### config.mk
export PLATFORM = sky130hd
export DESIGN_NAME = sfo_sample_port
export DESIGN_NICKNAME = d
export VERILOG_FILES = /design/src/sfo_pkg.sv /design/src/sfo_sample_fifo.sv /design/src/sfo_sample_port.sv /design/src/sfo_skid_buf.sv
export VERILOG_INCLUDE_DIRS = /design/src /design/src/src
export SDC_FILE = /design/constraint.sdc
export NUM_CORES = 1
export LEC_CHECK = 0
export BUFFER_PORTS_ARGS = -buffer_cell sky130_fd_sc_hd__buf_4
export CAP_MARGIN = 15
export CORE_MARGIN = 4
export CORE_UTILIZATION = 40
export CTS_BUF_LIST = sky130_fd_sc_hd__clkbuf_4 sky130_fd_sc_hd__clkbuf_8
export DETAILED_ROUTE_END_ITERATION = 7
export GPL_TIMING_DRIVEN = 1
export PLACE_DENSITY = 0.6
export SLEW_MARGIN = 10
export SYNTH_ARGS = -nofsm -noshare
export SYNTH_HDL_FRONTEND = slang
export SYNTH_SLANG_ARGS = --single-unit
### constraint.sdc
create_clock -name ref_clk -period 5.4 [get_ports ref_clk]
set_input_delay 1.08 -clock ref_clk [delete_from_list [all_inputs] [get_ports ref_clk]]
set_output_delay 1.08 -clock ref_clk [all_outputs]
set_load 0.05 [all_outputs]
### src/sfo_defines.svh
// Constants for the sample FIFO and serial output port
`ifndef SFO_DEFINES_SVH
`define SFO_DEFINES_SVH

`define SFO_SAMPLE_W 24
`define SFO_STATUS_W 8
`define SFO_WORD_W 32
`define SFO_FIFO_DEPTH 8
`define SFO_TB_BIT 7
`define SFO_STATUS_RST 8'h00
`define SFO_WORD_RST 32'h0000_0000

`define SFO_CLK_NS 25
`define SFO_T1_NS 60
`define SFO_T8_NS 60
`define SFO_T10_NS 60
`define SFO_T11_NS 90
`define SFO_LEAD_CYC ((`SFO_T1_NS + `SFO_CLK_NS - 1) / `SFO_CLK_NS)
`define SFO_TAIL_CYC ((`SFO_T8_NS + `SFO_CLK_NS - 1) / `SFO_CLK_NS)
`define SFO_TOKGAP_CYC ((`SFO_T10_NS / `SFO_CLK_NS) < 1 ? 1 : (`SFO_T10_NS / `SFO_CLK_NS))
`define SFO_TOKHI_CYC ((`SFO_T11_NS + `SFO_CLK_NS - 1) / `SFO_CLK_NS)

`endif

### src/sfo_pkg.sv
// Types for the sample FIFO and serial output port
package sfo_pkg;

   typedef struct packed {
      logic [7:0] status;
      logic [23:0] sample;
   } sfo_word_s;

   typedef enum logic [2:0] {
      PORT_IDLE = 3'b000,
      PORT_LEAD = 3'b001,
      PORT_SHIFT = 3'b011,
      PORT_TAIL = 3'b010,
      PORT_TOKEN = 3'b110
   } sfo_port_e;

endpackage

### src/sfo_sample_fifo.sv
// Output FIFO holding combined sample words
`timescale 1ns/1ps
module sfo_sample_fifo #(
   parameter int WIDTH = 32,
   parameter int DEPTH = 8
) (
   input wire logic ref_clk, // Clock
   input wire logic rst, // Async reset, active high
   input wire logic inValid, // Write request
   output logic inReady, // Not full
   input wire logic [WIDTH-1:0] inData, // Write word
   output logic outValid, // Not empty
   input wire logic outReady, // Read request
   output logic [WIDTH-1:0] outData // Head word
);
   localparam int PW = $clog2(DEPTH);
   localparam logic [PW:0] FULL = PW'(DEPTH) == '0 ? {1'b1, {PW{1'b0}}} : (PW+1)'(DEPTH);

   logic [WIDTH-1:0] mem [DEPTH];
   logic [PW-1:0] wrPtrQ;
   logic [PW-1:0] rdPtrQ;
   logic [PW:0] countQ;
   logic push;
   logic pop;

   function automatic logic [PW-1:0] nextPtr(input logic [PW-1:0] p);
      nextPtr = (p == PW'(DEPTH - 1)) ? '0 : p + 1'b1;
   endfunction

   assign inReady = (countQ != FULL);
   assign outValid = (countQ != '0);
   assign outData = mem[rdPtrQ];
   assign push = inValid & inReady;
   assign pop = outReady & outValid;

   // Storage has no reset; only the pointers and the count carry state
   always_ff @(posedge ref_clk) begin
      if (push) begin
         mem[wrPtrQ] <= inData;
      end
   end

   always_ff @(posedge ref_clk or posedge rst) begin
      if (rst) begin
         wrPtrQ <= '0;
         rdPtrQ <= '0;
         countQ <= '0;
      end else begin
         if (push) begin
            wrPtrQ <= nextPtr(wrPtrQ);
         end
         if (pop) begin
            rdPtrQ <= nextPtr(rdPtrQ);
         end
         countQ <= countQ + {{PW{1'b0}}, push} - {{PW{1'b0}}, pop};
      end
   end
endmodule

### src/sfo_sample_port.sv
// Sample FIFO with token-handshake serial output port
`timescale 1ns/1ps
`include "sfo_defines.svh"

// Behaviour
// Status byte joined to each 24-bit sample
// FIFO keeps eight combined words
// Port sends each 32-bit word, auto or requested
// Token pulse starts; ready falls before clocking
// Bit stable around shift clock rising edge
// Ready rises after last edge; data dropped
// Token out pulse after ready rises
// Timing event flags the sample's status
// Empty FIFO: ready stays high, no transfer
module sfo_sample_port #(
   parameter int DEPTH = `SFO_FIFO_DEPTH,
   parameter int LEAD_CYC = `SFO_LEAD_CYC,
   parameter int TAIL_CYC = `SFO_TAIL_CYC,
   parameter int TOKGAP_CYC = `SFO_TOKGAP_CYC,
   parameter int TOKHI_CYC = `SFO_TOKHI_CYC
) (
   input wire logic ref_clk, // 40 MHz clock
   input wire logic rst, // Async reset, active high
   input wire logic sampleValid, // Filter sample strobe
   output logic sampleReady, // Path can take a sample
   input wire logic [`SFO_SAMPLE_W-1:0] sampleData, // Filtered sample
   input wire logic [`SFO_STATUS_W-2:0] sampleStatus, // Other status bits
   input wire logic timing_event_strobe, // Timing event pin
   input wire logic transfer_token_in, // Request token pin
   input wire logic serial_shift_clock, // Telemetry shift clock pin
   output logic word_ready_n, // Word ready, active low
   output logic serial_sample_line, // Serial data out
   output logic transfer_token_out // Token passed onward
);
   localparam int CW = 3;
   localparam logic [CW-1:0] LEAD_N = CW'(LEAD_CYC - 1);
   localparam logic [CW-1:0] TAIL_N = CW'(TAIL_CYC - 1);
   localparam logic [CW-1:0] GAP_N = CW'(TOKGAP_CYC - 1);
   localparam logic [CW-1:0] TOKHI_N = CW'(TOKHI_CYC - 1);
   localparam logic [CW-1:0] TOKEN_LAST = GAP_N + TOKHI_N + CW'(1);
   localparam logic [5:0] LAST_BIT = 6'(`SFO_WORD_W - 1);

   // =====================================
   // Pin synchronisers
   logic [1:0] eventSyncQ;
   logic [1:0] tokenSyncQ;
   logic [1:0] sclkSyncQ;
   logic eventLastQ;
   logic sclkLastQ;
   logic eventRise;
   logic sclkRise;

   always_ff @(posedge ref_clk or posedge rst) begin
      if (rst) begin
         eventSyncQ <= 2'b00;
         tokenSyncQ <= 2'b00;
         sclkSyncQ <= 2'b00;
      end else begin
         eventSyncQ <= {eventSyncQ[0], timing_event_strobe};
         tokenSyncQ <= {tokenSyncQ[0], transfer_token_in};
         sclkSyncQ <= {sclkSyncQ[0], serial_shift_clock};
      end
   end

   always_ff @(posedge ref_clk or posedge rst) begin
      if (rst) begin
         eventLastQ <= 1'b0;
         sclkLastQ <= 1'b0;
      end else begin
         eventLastQ <= eventSyncQ[1];
         sclkLastQ <= sclkSyncQ[1];
      end
   end

   // Edge found on the synchronised level, never on the raw pin
   function automatic logic riseOf(input logic now, input logic last);
      riseOf = now & ~last;
   endfunction

   assign eventRise = riseOf(eventSyncQ[1], eventLastQ);
   assign sclkRise = riseOf(sclkSyncQ[1], sclkLastQ);

   // =====================================
   // Timing event flag
   // Pending flag covers the period up to the next sample; an event in
   // the very cycle of the sample counts for that sample.
   logic eventPendQ;
   logic sampleTaken;
   logic tbFlag;

   assign sampleTaken = sampleValid & sampleReady;
   assign tbFlag = eventPendQ | eventRise;

   always_ff @(posedge ref_clk or posedge rst) begin
      if (rst) begin
         eventPendQ <= 1'b0;
      end else if (sampleTaken) begin
         eventPendQ <= 1'b0;
      end else if (eventRise) begin
         eventPendQ <= 1'b1;
      end
   end

   // =====================================
   // Word assembly and buffering
   sfo_pkg::sfo_word_s inWord;
   sfo_pkg::sfo_word_s headWord;
   logic [`SFO_WORD_W-1:0] bufData;
   logic bufValid;
   logic bufReady;
   logic fifoValid;
   logic [`SFO_WORD_W-1:0] fifoData;
   logic fifoPop;
   logic skidReady;

   always_comb begin
      inWord.sample = sampleData;
      inWord.status = {tbFlag, sampleStatus};
   end

   sfo_skid_buf #(
      .WIDTH(`SFO_WORD_W)
   ) u_skid (
      .ref_clk(ref_clk),
      .rst(rst),
      .inValid(sampleValid),
      .inReady(skidReady),
      .inData(inWord),
      .outValid(bufValid),
      .outReady(bufReady),
      .outData(bufData)
   );

   sfo_sample_fifo #(
      .WIDTH(`SFO_WORD_W),
      .DEPTH(DEPTH)
   ) u_fifo (
      .ref_clk(ref_clk),
      .rst(rst),
      .inValid(bufValid),
      .inReady(bufReady),
      .inData(bufData),
      .outValid(fifoValid),
      .outReady(fifoPop),
      .outData(fifoData)
   );

   assign sampleReady = skidReady;
   assign headWord = fifoData;

   // =====================================
   // Serial port state machine
   // Token input is taken as a level: tied high it runs the port
   // automatically, pulsed it requests one word.
   sfo_pkg::sfo_port_e stateQ;
   logic [CW-1:0] waitQ;
   logic [5:0] bitQ;
   logic [`SFO_WORD_W-1:0] shiftQ;
   logic startReq;
   logic lastEdge;
   logic shiftStep;
   logic leadEnd;
   logic tailEnd;
   logic tokenEnd;
   logic tokenWindow;
   logic lineActive;

   // Timed state has used up its count
   function automatic logic waitEnd(input sfo_pkg::sfo_port_e st,
                                    input sfo_pkg::sfo_port_e want,
                                    input logic [CW-1:0] cnt,
                                    input logic [CW-1:0] lim);
      waitEnd = (st == want) && (cnt == lim);
   endfunction

   assign startReq = tokenSyncQ[1] & fifoValid;
   assign shiftStep = (stateQ == sfo_pkg::PORT_SHIFT) & sclkRise;
   assign lastEdge = shiftStep & (bitQ == LAST_BIT);
   // Popping at the start frees a slot a whole word earlier
   assign fifoPop = (stateQ == sfo_pkg::PORT_IDLE) & startReq;
   assign leadEnd = waitEnd(stateQ, sfo_pkg::PORT_LEAD, waitQ, LEAD_N);
   assign tailEnd = waitEnd(stateQ, sfo_pkg::PORT_TAIL, waitQ, TAIL_N);
   assign tokenEnd = waitEnd(stateQ, sfo_pkg::PORT_TOKEN, waitQ, TOKEN_LAST);
   // Gap before the pulse keeps the token clear of the ready edge
   assign tokenWindow = (stateQ == sfo_pkg::PORT_TOKEN) && (waitQ >= GAP_N) &&
                        (waitQ < TOKEN_LAST);
   // Line forced low outside a word, so no stale bit is ever shown
   assign lineActive = (stateQ == sfo_pkg::PORT_LEAD) || (stateQ == sfo_pkg::PORT_SHIFT) ||
                       (stateQ == sfo_pkg::PORT_TAIL);

   always_ff @(posedge ref_clk or posedge rst) begin
      if (rst) begin
         stateQ <= sfo_pkg::PORT_IDLE;
      end else begin
         unique case (stateQ)
            sfo_pkg::PORT_IDLE: begin
               if (startReq) begin
                  stateQ <= sfo_pkg::PORT_LEAD;
               end
            end
            sfo_pkg::PORT_LEAD: begin
               if (leadEnd) begin
                  stateQ <= sfo_pkg::PORT_SHIFT;
               end
            end
            sfo_pkg::PORT_SHIFT: begin
               if (lastEdge) begin
                  stateQ <= sfo_pkg::PORT_TAIL;
               end
            end
            sfo_pkg::PORT_TAIL: begin
               if (tailEnd) begin
                  stateQ <= sfo_pkg::PORT_TOKEN;
               end
            end
            sfo_pkg::PORT_TOKEN: begin
               if (tokenEnd) begin
                  stateQ <= sfo_pkg::PORT_IDLE;
               end
            end
            default: begin
               stateQ <= sfo_pkg::PORT_IDLE;
            end
         endcase
      end
   end

   // Wait counter starts from zero in each timed state
   always_ff @(posedge ref_clk or posedge rst) begin
      if (rst) begin
         waitQ <= '0;
      end else if (leadEnd || tailEnd || stateQ == sfo_pkg::PORT_IDLE ||
                   stateQ == sfo_pkg::PORT_SHIFT) begin
         waitQ <= '0;
      end else begin
         waitQ <= waitQ + 1'b1;
      end
   end

   // =====================================
   // Shift register, MSB first
   // Shifting on the synchronised rising edge keeps the old bit for the
   // synchroniser delay, which gives the hold after the edge; the new bit
   // then stands for the rest of the period as setup for the next one.
   always_ff @(posedge ref_clk or posedge rst) begin
      if (rst) begin
         shiftQ <= `SFO_WORD_RST;
         bitQ <= '0;
      end else if (fifoPop) begin
         shiftQ <= headWord;
         bitQ <= '0;
      end else if (shiftStep) begin
         shiftQ <= {shiftQ[`SFO_WORD_W-2:0], 1'b0};
         bitQ <= bitQ + 1'b1;
      end
   end

   // =====================================
   // Pin outputs
   always_ff @(posedge ref_clk or posedge rst) begin
      if (rst) begin
         word_ready_n <= 1'b1;
      end else if (leadEnd) begin
         word_ready_n <= 1'b0;
      end else if (tailEnd) begin
         word_ready_n <= 1'b1;
      end
   end

   always_ff @(posedge ref_clk or posedge rst) begin
      if (rst) begin
         serial_sample_line <= 1'b0;
      end else if (lineActive) begin
         serial_sample_line <= shiftQ[`SFO_WORD_W-1];
      end else begin
         serial_sample_line <= 1'b0;
      end
   end

   always_ff @(posedge ref_clk or posedge rst) begin
      if (rst) begin
         transfer_token_out <= 1'b0;
      end else if (tokenWindow) begin
         transfer_token_out <= 1'b1;
      end else begin
         transfer_token_out <= 1'b0;
      end
   end
endmodule

### src/sfo_skid_buf.sv
// Two-entry valid/ready buffer on the sample path
`timescale 1ns/1ps
module sfo_skid_buf #(
   parameter int WIDTH = 32
) (
   input wire logic ref_clk, // Clock
   input wire logic rst, // Async reset, active high
   input wire logic inValid, // Upstream word valid
   output logic inReady, // Buffer can take a word
   input wire logic [WIDTH-1:0] inData, // Upstream word
   output logic outValid, // Word on output
   input wire logic outReady, // Downstream takes word
   output logic [WIDTH-1:0] outData // Output word
);
   logic outValidQ;
   logic spareValidQ;
   logic inReadyQ;
   logic [WIDTH-1:0] outDataQ;
   logic [WIDTH-1:0] spareDataQ;
   logic push;
   logic advance;

   assign push = inValid & inReadyQ;
   assign advance = ~outValidQ | outReady;
   assign inReady = inReadyQ;
   assign outValid = outValidQ;
   assign outData = outDataQ;

   // =====================================
   // Main slot
   always_ff @(posedge ref_clk or posedge rst) begin
      if (rst) begin
         outValidQ <= 1'b0;
         outDataQ <= '0;
      end else if (advance) begin
         if (spareValidQ) begin
            outValidQ <= 1'b1;
            outDataQ <= spareDataQ;
         end else begin
            outValidQ <= push;
            if (push) begin
               outDataQ <= inData;
            end
         end
      end
   end

   // =====================================
   // Spare slot catches the word arriving during a stall
   always_ff @(posedge ref_clk or posedge rst) begin
      if (rst) begin
         spareValidQ <= 1'b0;
         spareDataQ <= '0;
         inReadyQ <= 1'b1;
      end else if (advance) begin
         spareValidQ <= 1'b0;
         inReadyQ <= 1'b1;
      end else if (push) begin
         spareValidQ <= 1'b1;
         spareDataQ <= inData;
         inReadyQ <= 1'b0;
      end
   end
endmodule

==> impl_metrics.prom, run 1 <==
# TYPE chip_impl_metric gauge
chip_impl_info{name="run_status",value="finished, final reports clean"} 1
chip_impl_metric{name="cts_htree_levels",unit=""} 3
chip_impl_metric{name="num_vias",unit=""} 7672
chip_impl_metric{name="share_of_the_yosys_chip_area_belonging_to_registers",unit="%"} 71.3
chip_impl_info{name="ctsRootBufferMaster",value="sky130_fd_sc_hd__clkbuf_8"} 1
chip_impl_metric{name="synth_xor_xnor_area_share",unit="%"} 0.510
chip_impl_metric{name="antenna_found_initial",unit=""} 0
chip_impl_info{name="worstSetupStartpointType",value="flop"} 1
chip_impl_metric{name="core_area",unit="mm²"} 0.0378
chip_impl_metric{name="vdd_drop_max",unit="V"} 0.000250
chip_impl_metric{name="report.final.setup_viol",unit=""} 0
chip_impl_metric{name="first_global_vias",unit=""} 8186
chip_impl_metric{name="placedCellCount",unit=""} 1397
chip_impl_info{name="largest_family_of_logic_cells_by_synthesized_area",value="multiplexers"} 1
chip_impl_metric{name="cts_buffers",unit=""} 66
chip_impl_metric{name="drt_pre_antenna_iters",unit=""} 4
chip_impl_metric{name="min_period_over_period",unit="%"} 48.2
chip_impl_metric{name="number_of_flops_mapped_to_enable_cells_by_yosys",unit=""} 256
chip_impl_metric{name="synth_mux_area_share",unit="%"} 16.0
chip_impl_metric{name="ant_nets",unit=""} 0
chip_impl_metric{name="finClkSkew",unit="ps"} 13.2
chip_impl_info{name="rsz_0062_raised_after_global_routing",value="false"} 1
chip_impl_metric{name="number_of_failing_hold_endpoints_at_the_final_stage",unit=""} 0
chip_impl_metric{name="cp_max_fanout",unit=""} 32
chip_impl_info{name="setup.worst_path.end_class",value="flop"} 1
chip_impl_metric{name="num_rows",unit=""} 71
chip_impl_metric{name="async_flop_share",unit="%"} 34.2
chip_impl_metric{name="yosys.cell_types.count",unit=""} 47
chip_impl_metric{name="synth.yosys.warnings",unit=""} 0
chip_impl_metric{name="gpl.final_weighted_congestion",unit=""} 0.696
chip_impl_metric{name="area_of_the_die",unit="mm²"} 0.0418
chip_impl_metric{name="totalPowerFinal",unit="µW"} 9060
chip_impl_metric{name="p_leak",unit="µW"} 0.00642
chip_impl_metric{name="wire_length_of_the_first_global_routing_pass",unit="µm"} 46000
chip_impl_metric{name="syn-cell-area",unit="mm²"} 0.0154
chip_impl_metric{name="die_height",unit="µm"} 205
chip_impl_metric{name="synth.ff_latch_count",unit=""} 389
chip_impl_metric{name="setup_total_negative_slack",unit="ps"} 0
chip_impl_metric{name="cp.required",unit="ps"} 5810
chip_impl_metric{name="syn_area_per_cell",unit="µm²"} 17.6
chip_impl_metric{name="power.density",unit="mW/mm²"} 513
chip_impl_metric{name="antenna_diode_instance_count",unit=""} 0
chip_impl_metric{name="layout-drive-gt1-share",unit="%"} 29.3
chip_impl_metric{name="worstSkewPairLatency",unit="ps"} 580
chip_impl_metric{name="synthAdderAreaFrac",unit="%"} 1.26
chip_impl_metric{name="hpwlAfterDp",unit="µm"} 15100
chip_impl_metric{name="cts_setup_buffers",unit=""} 0
chip_impl_metric{name="dpl-instance-area",unit="mm²"} 0.0163
chip_impl_metric{name="numPortBuffers",unit=""} 40
chip_impl_info{name="timing_worst_setup_path_type",value="reg -> reg"} 1
chip_impl_metric{name="cts-resized-gates",unit=""} 0
chip_impl_metric{name="layout.cells.non_filler",unit=""} 1519
chip_impl_metric{name="design.portCount",unit=""} 41
chip_impl_metric{name="synth_compound_area_share",unit="%"} 4.57
chip_impl_metric{name="grt_start_max_net_pins",unit=""} 101
chip_impl_metric{name="clkTransAtPathRegs",unit="ps"} 50
chip_impl_metric{name="synth-simple-area-share",unit="%"} 4.14
chip_impl_metric{name="grt.total_usage",unit="%"} 14.1
chip_impl_info{name="holdCritPathClass",value="reg -> reg"} 1
chip_impl_metric{name="min_period",unit="ps"} 2600
chip_impl_metric{name="stdcell_area",unit="mm²"} 0.0177
chip_impl_metric{name="drt-vias-per-instance",unit=""} 5.05
chip_impl_info{name="postSynth.topFlopCell",value="sky130_fd_sc_hd__edfxtp_1"} 1
chip_impl_metric{name="worstMarginPinSlew",unit="ps"} 1030
chip_impl_metric{name="pins_over_their_slew_limit",unit=""} 0
chip_impl_metric{name="chipWidth",unit="µm"} 205
chip_impl_metric{name="cp.arrival",unit="ps"} 3020
chip_impl_metric{name="initial_utilization",unit="%"} 40.8
chip_impl_metric{name="layout-area-overhead-vs-synth",unit="%"} 14.3
chip_impl_metric{name="total_clock_sinks",unit=""} 389
chip_impl_metric{name="drcViolationCount",unit=""} 0
chip_impl_info{name="cts_tree",value="yes"} 1
chip_impl_metric{name="maxClockFrequency",unit="MHz"} 384
chip_impl_metric{name="grt-ovfl-total",unit=""} 0
chip_impl_metric{name="finalWirelength",unit="µm"} 28500
chip_impl_metric{name="cts_buffer_depth",unit=""} 3
chip_impl_metric{name="syn_nets",unit=""} 931
chip_impl_metric{name="drv.max_cap_violation_count",unit=""} 0
chip_impl_metric{name="drt-wirelength-per-cell",unit="µm"} 18.8
chip_impl_metric{name="cts-hold-fix-buffers",unit=""} 0
chip_impl_metric{name="max_slew_margin",unit="%"} 31.0
chip_impl_metric{name="dr.first_iter.drc_count",unit=""} 294
chip_impl_metric{name="syn-instance-count",unit=""} 879
chip_impl_metric{name="finish.net_count",unit=""} 1006
## cell type report
cell class | count | area [µm²]
well taps | 511 | 639
inverters | 15 | 61.3
flip-flops and latches | 389 | 11000
repair buffers | 57 | 428
clock buffers | 101 | 1250
multi-input cells | 425 | 4140
clock inverters | 21 | 108
fillers | 3310 | 20200
## cells in the final DEF (no fill, tap or decap), types with 2 or more instances in the layout
master	Yosys	final
sky130_fd_sc_hd__edfxtp_1	256	256
sky130_fd_sc_hd__dfrtp_1	131	127
sky130_fd_sc_hd__clkbuf_8	0	79
sky130_fd_sc_hd__a21oi_1	69	69
sky130_fd_sc_hd__mux4_2	64	64
sky130_fd_sc_hd__mux2i_1	63	63
sky130_fd_sc_hd__buf_4	8	57
sky130_fd_sc_hd__nor2_1	48	44
sky130_fd_sc_hd__mux2_2	35	35
sky130_fd_sc_hd__nor2b_1	31	31
sky130_fd_sc_hd__a211oi_1	26	26
sky130_fd_sc_hd__clkbuf_4	1	22
sky130_fd_sc_hd__nand2_1	16	16
sky130_fd_sc_hd__ha_1	14	14
sky130_fd_sc_hd__inv_1	14	13
sky130_fd_sc_hd__clkinv_1	0	11
sky130_fd_sc_hd__xor2_1	8	8
sky130_fd_sc_hd__o21ai_0	6	6
sky130_fd_sc_hd__nand3_1	6	6
sky130_fd_sc_hd__clkinv_2	0	5
sky130_fd_sc_hd__nand2b_1	4	4
sky130_fd_sc_hd__nor2_4	0	4
sky130_fd_sc_hd__a211oi_2	4	4
sky130_fd_sc_hd__nor3_2	0	4
sky130_fd_sc_hd__inv_6	0	4
sky130_fd_sc_hd__dfrtp_2	0	3
sky130_fd_sc_hd__and2_1	2	2
sky130_fd_sc_hd__and4bb_2	2	2
sky130_fd_sc_hd__a21o_1	2	2
sky130_fd_sc_hd__and3_1	3	2
sky130_fd_sc_hd__clkinvlp_4	0	2
sky130_fd_sc_hd__dfstp_2	2	2
## final timing paths
kind,from,endpoint,slack [ps],depth (start not counted)
setup reg to reg,u_fifo.rdPtrQ[0]$_DFFE_PP0P_,shiftQ[30]$_DFFE_PP0P_,2800,5
setup / recovery,u_fifo.rdPtrQ[0]$_DFFE_PP0P_,shiftQ[30]$_DFFE_PP0P_,2800,5
min in group asynchronous,rst,u_skid.outData[28]$_DFFE_PP0P_,730,2
hold / removal,sclkSyncQ[0]$_DFF_PP0_,sclkSyncQ[1]$_DFF_PP0_,350,0
max in group asynchronous,rst,u_skid.outData[13]$_DFFE_PP0P_,3640,3
hold reg to reg,sclkSyncQ[0]$_DFF_PP0_,sclkSyncQ[1]$_DFF_PP0_,350,0
## state kept, by name, summed over array words and instances, names as in the netlist, 4 cells and up
name,flops
u_skid.outData,32
u_skid.spareDataQ,32
shiftQ,32
u_fifo.mem,256
bitQ,6
u_fifo.countQ,4
## metal layers
metal | global-route usage, % | up-vias | part of all wire (%)
met5 | 0 | - | 0
met2 | 23.3 | 128 | 50
met1 | 19.0 | 3940 | 45
met4 | 4.50 | 0 | 1.7
met3 | 2.94 | 44 | 3.9
li1 | - | 3560 | -
## logic make-up (layout without fill, tap and decap cells)
logic type / after synthesis / in the layout
adder cells (fa/ha/maj): 15 / 15
AND/OR/NAND/NOR: 124 / 124
buffers and inverters: 65 / 194
AO/OA/AOI/OAI: 115 / 115
XOR/XNOR: 9 / 9
flip-flops: 389 / 389
multiplexers: 162 / 162
## stage by stage
stage                     hold WS [ps]  utilization, %  setup WS, ps
after floorplan                    331               -           769
after global placement             334            43.1          2560
after detailed placement           336            43.1          2500
after CTS                          348            46.7          2710
after global routing               352            46.7          2530
final                              346            46.7          2800
## worst max-delay path: stages (launching register included)
cell,delay (ps)
sky130_fd_sc_hd__dfrtp_4,850
sky130_fd_sc_hd__buf_4,480
sky130_fd_sc_hd__mux4_2,560
sky130_fd_sc_hd__nor2b_1,140
sky130_fd_sc_hd__a211oi_1,320
sky130_fd_sc_hd__a21oi_1,70
## where the power goes
part           internal [µW]  total [µW]  switching (µW)
clock network           1490        2630            1140
registers               4080        4550             477
logic                    949        1870             925
## synthesized netlist by cell type (2+ instances only)
cell type | n | area, µm²
sky130_fd_sc_hd__edfxtp_1 | 256 | 7690
sky130_fd_sc_hd__dfrtp_1 | 131 | 3280
sky130_fd_sc_hd__a21oi_1 | 69 | 345
sky130_fd_sc_hd__mux4_2 | 64 | 1440
sky130_fd_sc_hd__mux2i_1 | 63 | 631
sky130_fd_sc_hd__nor2_1 | 48 | 180
sky130_fd_sc_hd__mux2_2 | 35 | 394
sky130_fd_sc_hd__nor2b_1 | 31 | 194
sky130_fd_sc_hd__a211oi_1 | 26 | 195
sky130_fd_sc_hd__nand2_1 | 16 | 60.1
sky130_fd_sc_hd__buf_2 | 15 | 75.1
sky130_fd_sc_hd__clkbuf_1 | 14 | 52.6
sky130_fd_sc_hd__ha_1 | 14 | 175
sky130_fd_sc_hd__inv_1 | 14 | 52.6
sky130_fd_sc_hd__buf_4 | 8 | 60.1
sky130_fd_sc_hd__xor2_1 | 8 | 70.1
sky130_fd_sc_hd__buf_6 | 6 | 67.6
sky130_fd_sc_hd__nand3_1 | 6 | 30.0
sky130_fd_sc_hd__o21ai_0 | 6 | 30.0
sky130_fd_sc_hd__buf_1 | 5 | 18.8
sky130_fd_sc_hd__nor3_1 | 5 | 25.0
sky130_fd_sc_hd__a211oi_2 | 4 | 50.1
sky130_fd_sc_hd__nand2b_1 | 4 | 25.0
sky130_fd_sc_hd__and3_1 | 3 | 18.8
sky130_fd_sc_hd__a21o_1 | 2 | 15.0
sky130_fd_sc_hd__and2_1 | 2 | 12.5
sky130_fd_sc_hd__and4bb_2 | 2 | 25.0
sky130_fd_sc_hd__dfstp_2 | 2 | 52.6
sky130_fd_sc_hd__nor4_1 | 2 | 12.5
Note: power is estimated with default switching activity, not from simulation.
==> run 2, diff against run 1 <==
PLACE_DENSITY = 0.62   (was 0.6)
clock period = 2.3 ns   (was 5.4 ns; I/O delays follow)
==> run 2 against run 1 <==
  * Via count unchanged
  * Sequential power up 130%
  * Largest cell class unchanged
  * First-iteration DRC count increased by 48%
  * Critical path depth is 4 higher
  * Hold slack got worse by 260 ps
  * Die area unchanged
  * Sequential share of layout area is 1.2 points lower
  * Cell count up 0.86%
  * Combinational power grew to 2.6 times the previous value
  * Largest power group unchanged
==> impl_metrics.prom, run 2 (synthesized netlist as in run 1, its figures left out) <==
# TYPE chip_impl_metric gauge
chip_impl_metric{name="drcViolationCount",unit=""} 0
chip_impl_info{name="final_cell_mix",value="sky130_fd_sc_hd__edfxtp_1, sky130_fd_sc_hd__dfrtp_1, sky130_fd_sc_hd__a21oi_1"} 1
chip_impl_metric{name="min_period",unit="ps"} 2230
chip_impl_metric{name="placedCellCount",unit=""} 1414
chip_impl_metric{name="cp.arrival",unit="ps"} 2720
chip_impl_metric{name="stdcell_area",unit="mm²"} 0.0180
chip_impl_metric{name="die_height",unit="µm"} 205
chip_impl_metric{name="clkTransAtPathRegs",unit="ps"} 60
chip_impl_metric{name="grt_start_max_net_pins",unit=""} 68
chip_impl_metric{name="maxClockFrequency",unit="MHz"} 449
chip_impl_metric{name="grt-ovfl-total",unit=""} 0
chip_impl_metric{name="fillerInstances",unit=""} 3292
chip_impl_metric{name="grt.total_usage",unit="%"} 14.1
chip_impl_metric{name="area_of_the_die",unit="mm²"} 0.0418
chip_impl_info{name="rsz_0062_raised_after_global_routing",value="true"} 1
chip_impl_metric{name="layout.cells.non_filler",unit=""} 1532
chip_impl_metric{name="power.share.clock",unit="%"} 27.2
chip_impl_metric{name="multi_input_area",unit="mm²"} 0.00417
chip_impl_info{name="top_register",value="u_fifo.mem"} 1
chip_impl_metric{name="total_switching_power",unit="µW"} 5970
chip_impl_metric{name="largest_reg_flops",unit=""} 256
chip_impl_metric{name="numPortBuffers",unit=""} 40
chip_impl_metric{name="layout-area-overhead-vs-synth",unit="%"} 16.5
chip_impl_info{name="holdCritPathClass",value="in -> reg"} 1
chip_impl_metric{name="swShare",unit="%"} 28.0
chip_impl_metric{name="first_global_vias",unit=""} 8294
chip_impl_metric{name="report.final.setup_viol",unit=""} 0
chip_impl_metric{name="initial_utilization",unit="%"} 40.8
chip_impl_metric{name="seq_power_share",unit="%"} 49.8
chip_impl_metric{name="finalWirelength",unit="µm"} 28600
chip_impl_metric{name="drt_pre_antenna_iters",unit=""} 4
chip_impl_metric{name="drt-vias-per-instance",unit=""} 5.01
chip_impl_metric{name="power.density",unit="mW/mm²"} 1190
chip_impl_metric{name="design.portCount",unit=""} 41
chip_impl_metric{name="finClkSkew",unit="ps"} 37.5
chip_impl_metric{name="number_of_failing_hold_endpoints_at_the_final_stage",unit=""} 0
chip_impl_metric{name="hpwlAfterDp",unit="µm"} 16000
chip_impl_metric{name="total_clock_sinks",unit=""} 389
chip_impl_metric{name="layout-drive-gt1-share",unit="%"} 30.2
chip_impl_metric{name="p_int",unit="µW"} 15400
chip_impl_metric{name="cts_setup_buffers",unit=""} 0
chip_impl_metric{name="max_slew_margin",unit="%"} 51.9
chip_impl_metric{name="min_period_over_period",unit="%"} 96.8
chip_impl_info{name="cts_tree",value="yes"} 1
chip_impl_metric{name="power.share.combinational",unit="%"} 23.0
chip_impl_metric{name="drt-wirelength-per-cell",unit="µm"} 18.6
chip_impl_metric{name="cts_buffer_depth",unit=""} 3
chip_impl_metric{name="worstSkewPairLatency",unit="ps"} 620
chip_impl_metric{name="pins_over_their_slew_limit",unit=""} 0
chip_impl_info{name="setup.worst_path.end_class",value="flop"} 1
chip_impl_metric{name="gpl.final_weighted_congestion",unit=""} 0.688
chip_impl_metric{name="dpl-instance-area",unit="mm²"} 0.0167
chip_impl_metric{name="num_vias",unit=""} 7672
chip_impl_metric{name="finish.net_count",unit=""} 1022
chip_impl_info{name="most_frequent_standard_cell_in_the_layout_excluding_fill_and_tap_cells",value="sky130_fd_sc_hd__edfxtp_1"} 1
chip_impl_metric{name="chipWidth",unit="µm"} 205
chip_impl_info{name="timing_worst_setup_path_type",value="reg -> reg"} 1
chip_impl_metric{name="dr.first_iter.drc_count",unit=""} 435
chip_impl_metric{name="cp_max_fanout",unit=""} 3
chip_impl_info{name="worstSetupStartpointType",value="flop"} 1
chip_impl_metric{name="drv.max_cap_violation_count",unit=""} 0
chip_impl_info{name="run_status",value="finished, final reports clean"} 1
chip_impl_metric{name="sequential_cell_area",unit="mm²"} 0.0110
chip_impl_metric{name="cts_htree_levels",unit=""} 2
chip_impl_metric{name="vdd_drop_max",unit="V"} 0.000524
chip_impl_info{name="ctsRootBufferMaster",value="sky130_fd_sc_hd__clkbuf_8"} 1
chip_impl_metric{name="antenna_found_initial",unit=""} 0
chip_impl_metric{name="num_rows",unit=""} 71
chip_impl_metric{name="worstMarginPinSlew",unit="ps"} 721
chip_impl_metric{name="p_leak",unit="µW"} 0.00655
chip_impl_metric{name="antenna_diode_instance_count",unit=""} 0
chip_impl_metric{name="ant_nets",unit=""} 0
chip_impl_metric{name="cts_buffers",unit=""} 60
chip_impl_metric{name="cp.required",unit="ps"} 2790
chip_impl_metric{name="wire_length_of_the_first_global_routing_pass",unit="µm"} 46200
chip_impl_metric{name="core_area",unit="mm²"} 0.0378
-- run 2: changes by cell type in the layout (fill, tap and decap cells not counted), moves of 2 or more --
cell,before,now
sky130_fd_sc_hd__inv_2,1,3
sky130_fd_sc_hd__buf_4,57,53
sky130_fd_sc_hd__buf_12,0,21
sky130_fd_sc_hd__bufinv_16,0,2
sky130_fd_sc_hd__clkbuf_8,79,61
sky130_fd_sc_hd__inv_1,13,11
sky130_fd_sc_hd__inv_6,4,2
sky130_fd_sc_hd__clkbuf_4,22,33
sky130_fd_sc_hd__dlygate4sd3_1,0,5
-- run 2: critical path: stages (launching register included) --
cell and delay (ps):
sky130_fd_sc_hd__dfrtp_1 330, sky130_fd_sc_hd__inv_2 50, sky130_fd_sc_hd__ha_2 180, sky130_fd_sc_hd__a2111o_2 510
sky130_fd_sc_hd__inv_2 80, sky130_fd_sc_hd__ha_1 130, sky130_fd_sc_hd__inv_1 40, sky130_fd_sc_hd__ha_1 220
sky130_fd_sc_hd__fa_1 410, sky130_fd_sc_hd__xor2_1 170
-- run 2: layer usage --
layer / GRT usage, % / wire, µm / vias up
met5: 0 / 0 / -
met4: 4.12 / 503 / 0
met3: 2.26 / 812 / 40
met2: 23.7 / 14300 / 111
met1: 19.2 / 13000 / 3942
li1: - / - / 3579
-- run 2: layout make-up --
| type | count | area share [%] |
|---|---|---|
| Multi-Input combinational cell | 425 | 23.1 |
| Sequential cell | 389 | 61.3 |
| Timing Repair Buffer | 79 | 4.82 |
| Inverter | 15 | 0.334 |
| Clock inverter | 19 | 0.841 |
| Tap cell | 511 | 3.55 |
| Clock buffer | 94 | 6.04 |
-- run 2: power groups by stage --
stage	Clock [µW]	Combinational (µW)	Sequential [µW]
finish	5790	4910	10600
floorplan	0	3700	10400
CTS	5960	5020	10700
detailed placement	0	4990	10800
global route	6300	5420	10900
global placement	0	4910	10700
-- run 2: what timing repair did --
action	4_1_cts	5_1_grt
endpoints found under the hold margin	21	0
endpoints found under the setup margin	0	2
gates resized for setup	0	4
hold buffers	5	0
-- run 2: per-stage QoR --
stage	total power, µW	util [%]	hold slack [ps]	setup TNS [ps]	worst slack (ps)
3_3_place_gp	15600	44.1	335	0	116
3_5_place_dp	15800	44.1	337	0	86.9
5_1_grt	22600	47.6	47.3	-38.2	-21.0
2_1_floorplan	14100	-	331	-133890	-1160
6_report	21300	47.6	85.8	0	74.4
4_1_cts	21600	47.5	25.6	0	61.4
-- run 2: path summary, 6_finish.rpt --
path,from,end,slack (ps),cells past startpoint
min,sampleData[5],u_skid.spareDataQ[5]$_DFFE_PP0P_,90,2
min in group asynchronous,rst,eventSyncQ[0]$_DFF_PP0_,480,3
min reg2reg,sclkSyncQ[0]$_DFF_PP0_,sclkSyncQ[1]$_DFF_PP0_,340,0
max reg2reg,u_fifo.countQ[2]$_DFF_PP0_,u_fifo.countQ[2]$_DFF_PP0_,70,9
max,u_fifo.countQ[2]$_DFF_PP0_,u_fifo.countQ[2]$_DFF_PP0_,70,9
max in group asynchronous,rst,u_fifo.rdPtrQ[0]$_DFFE_PP0P_,1140,4
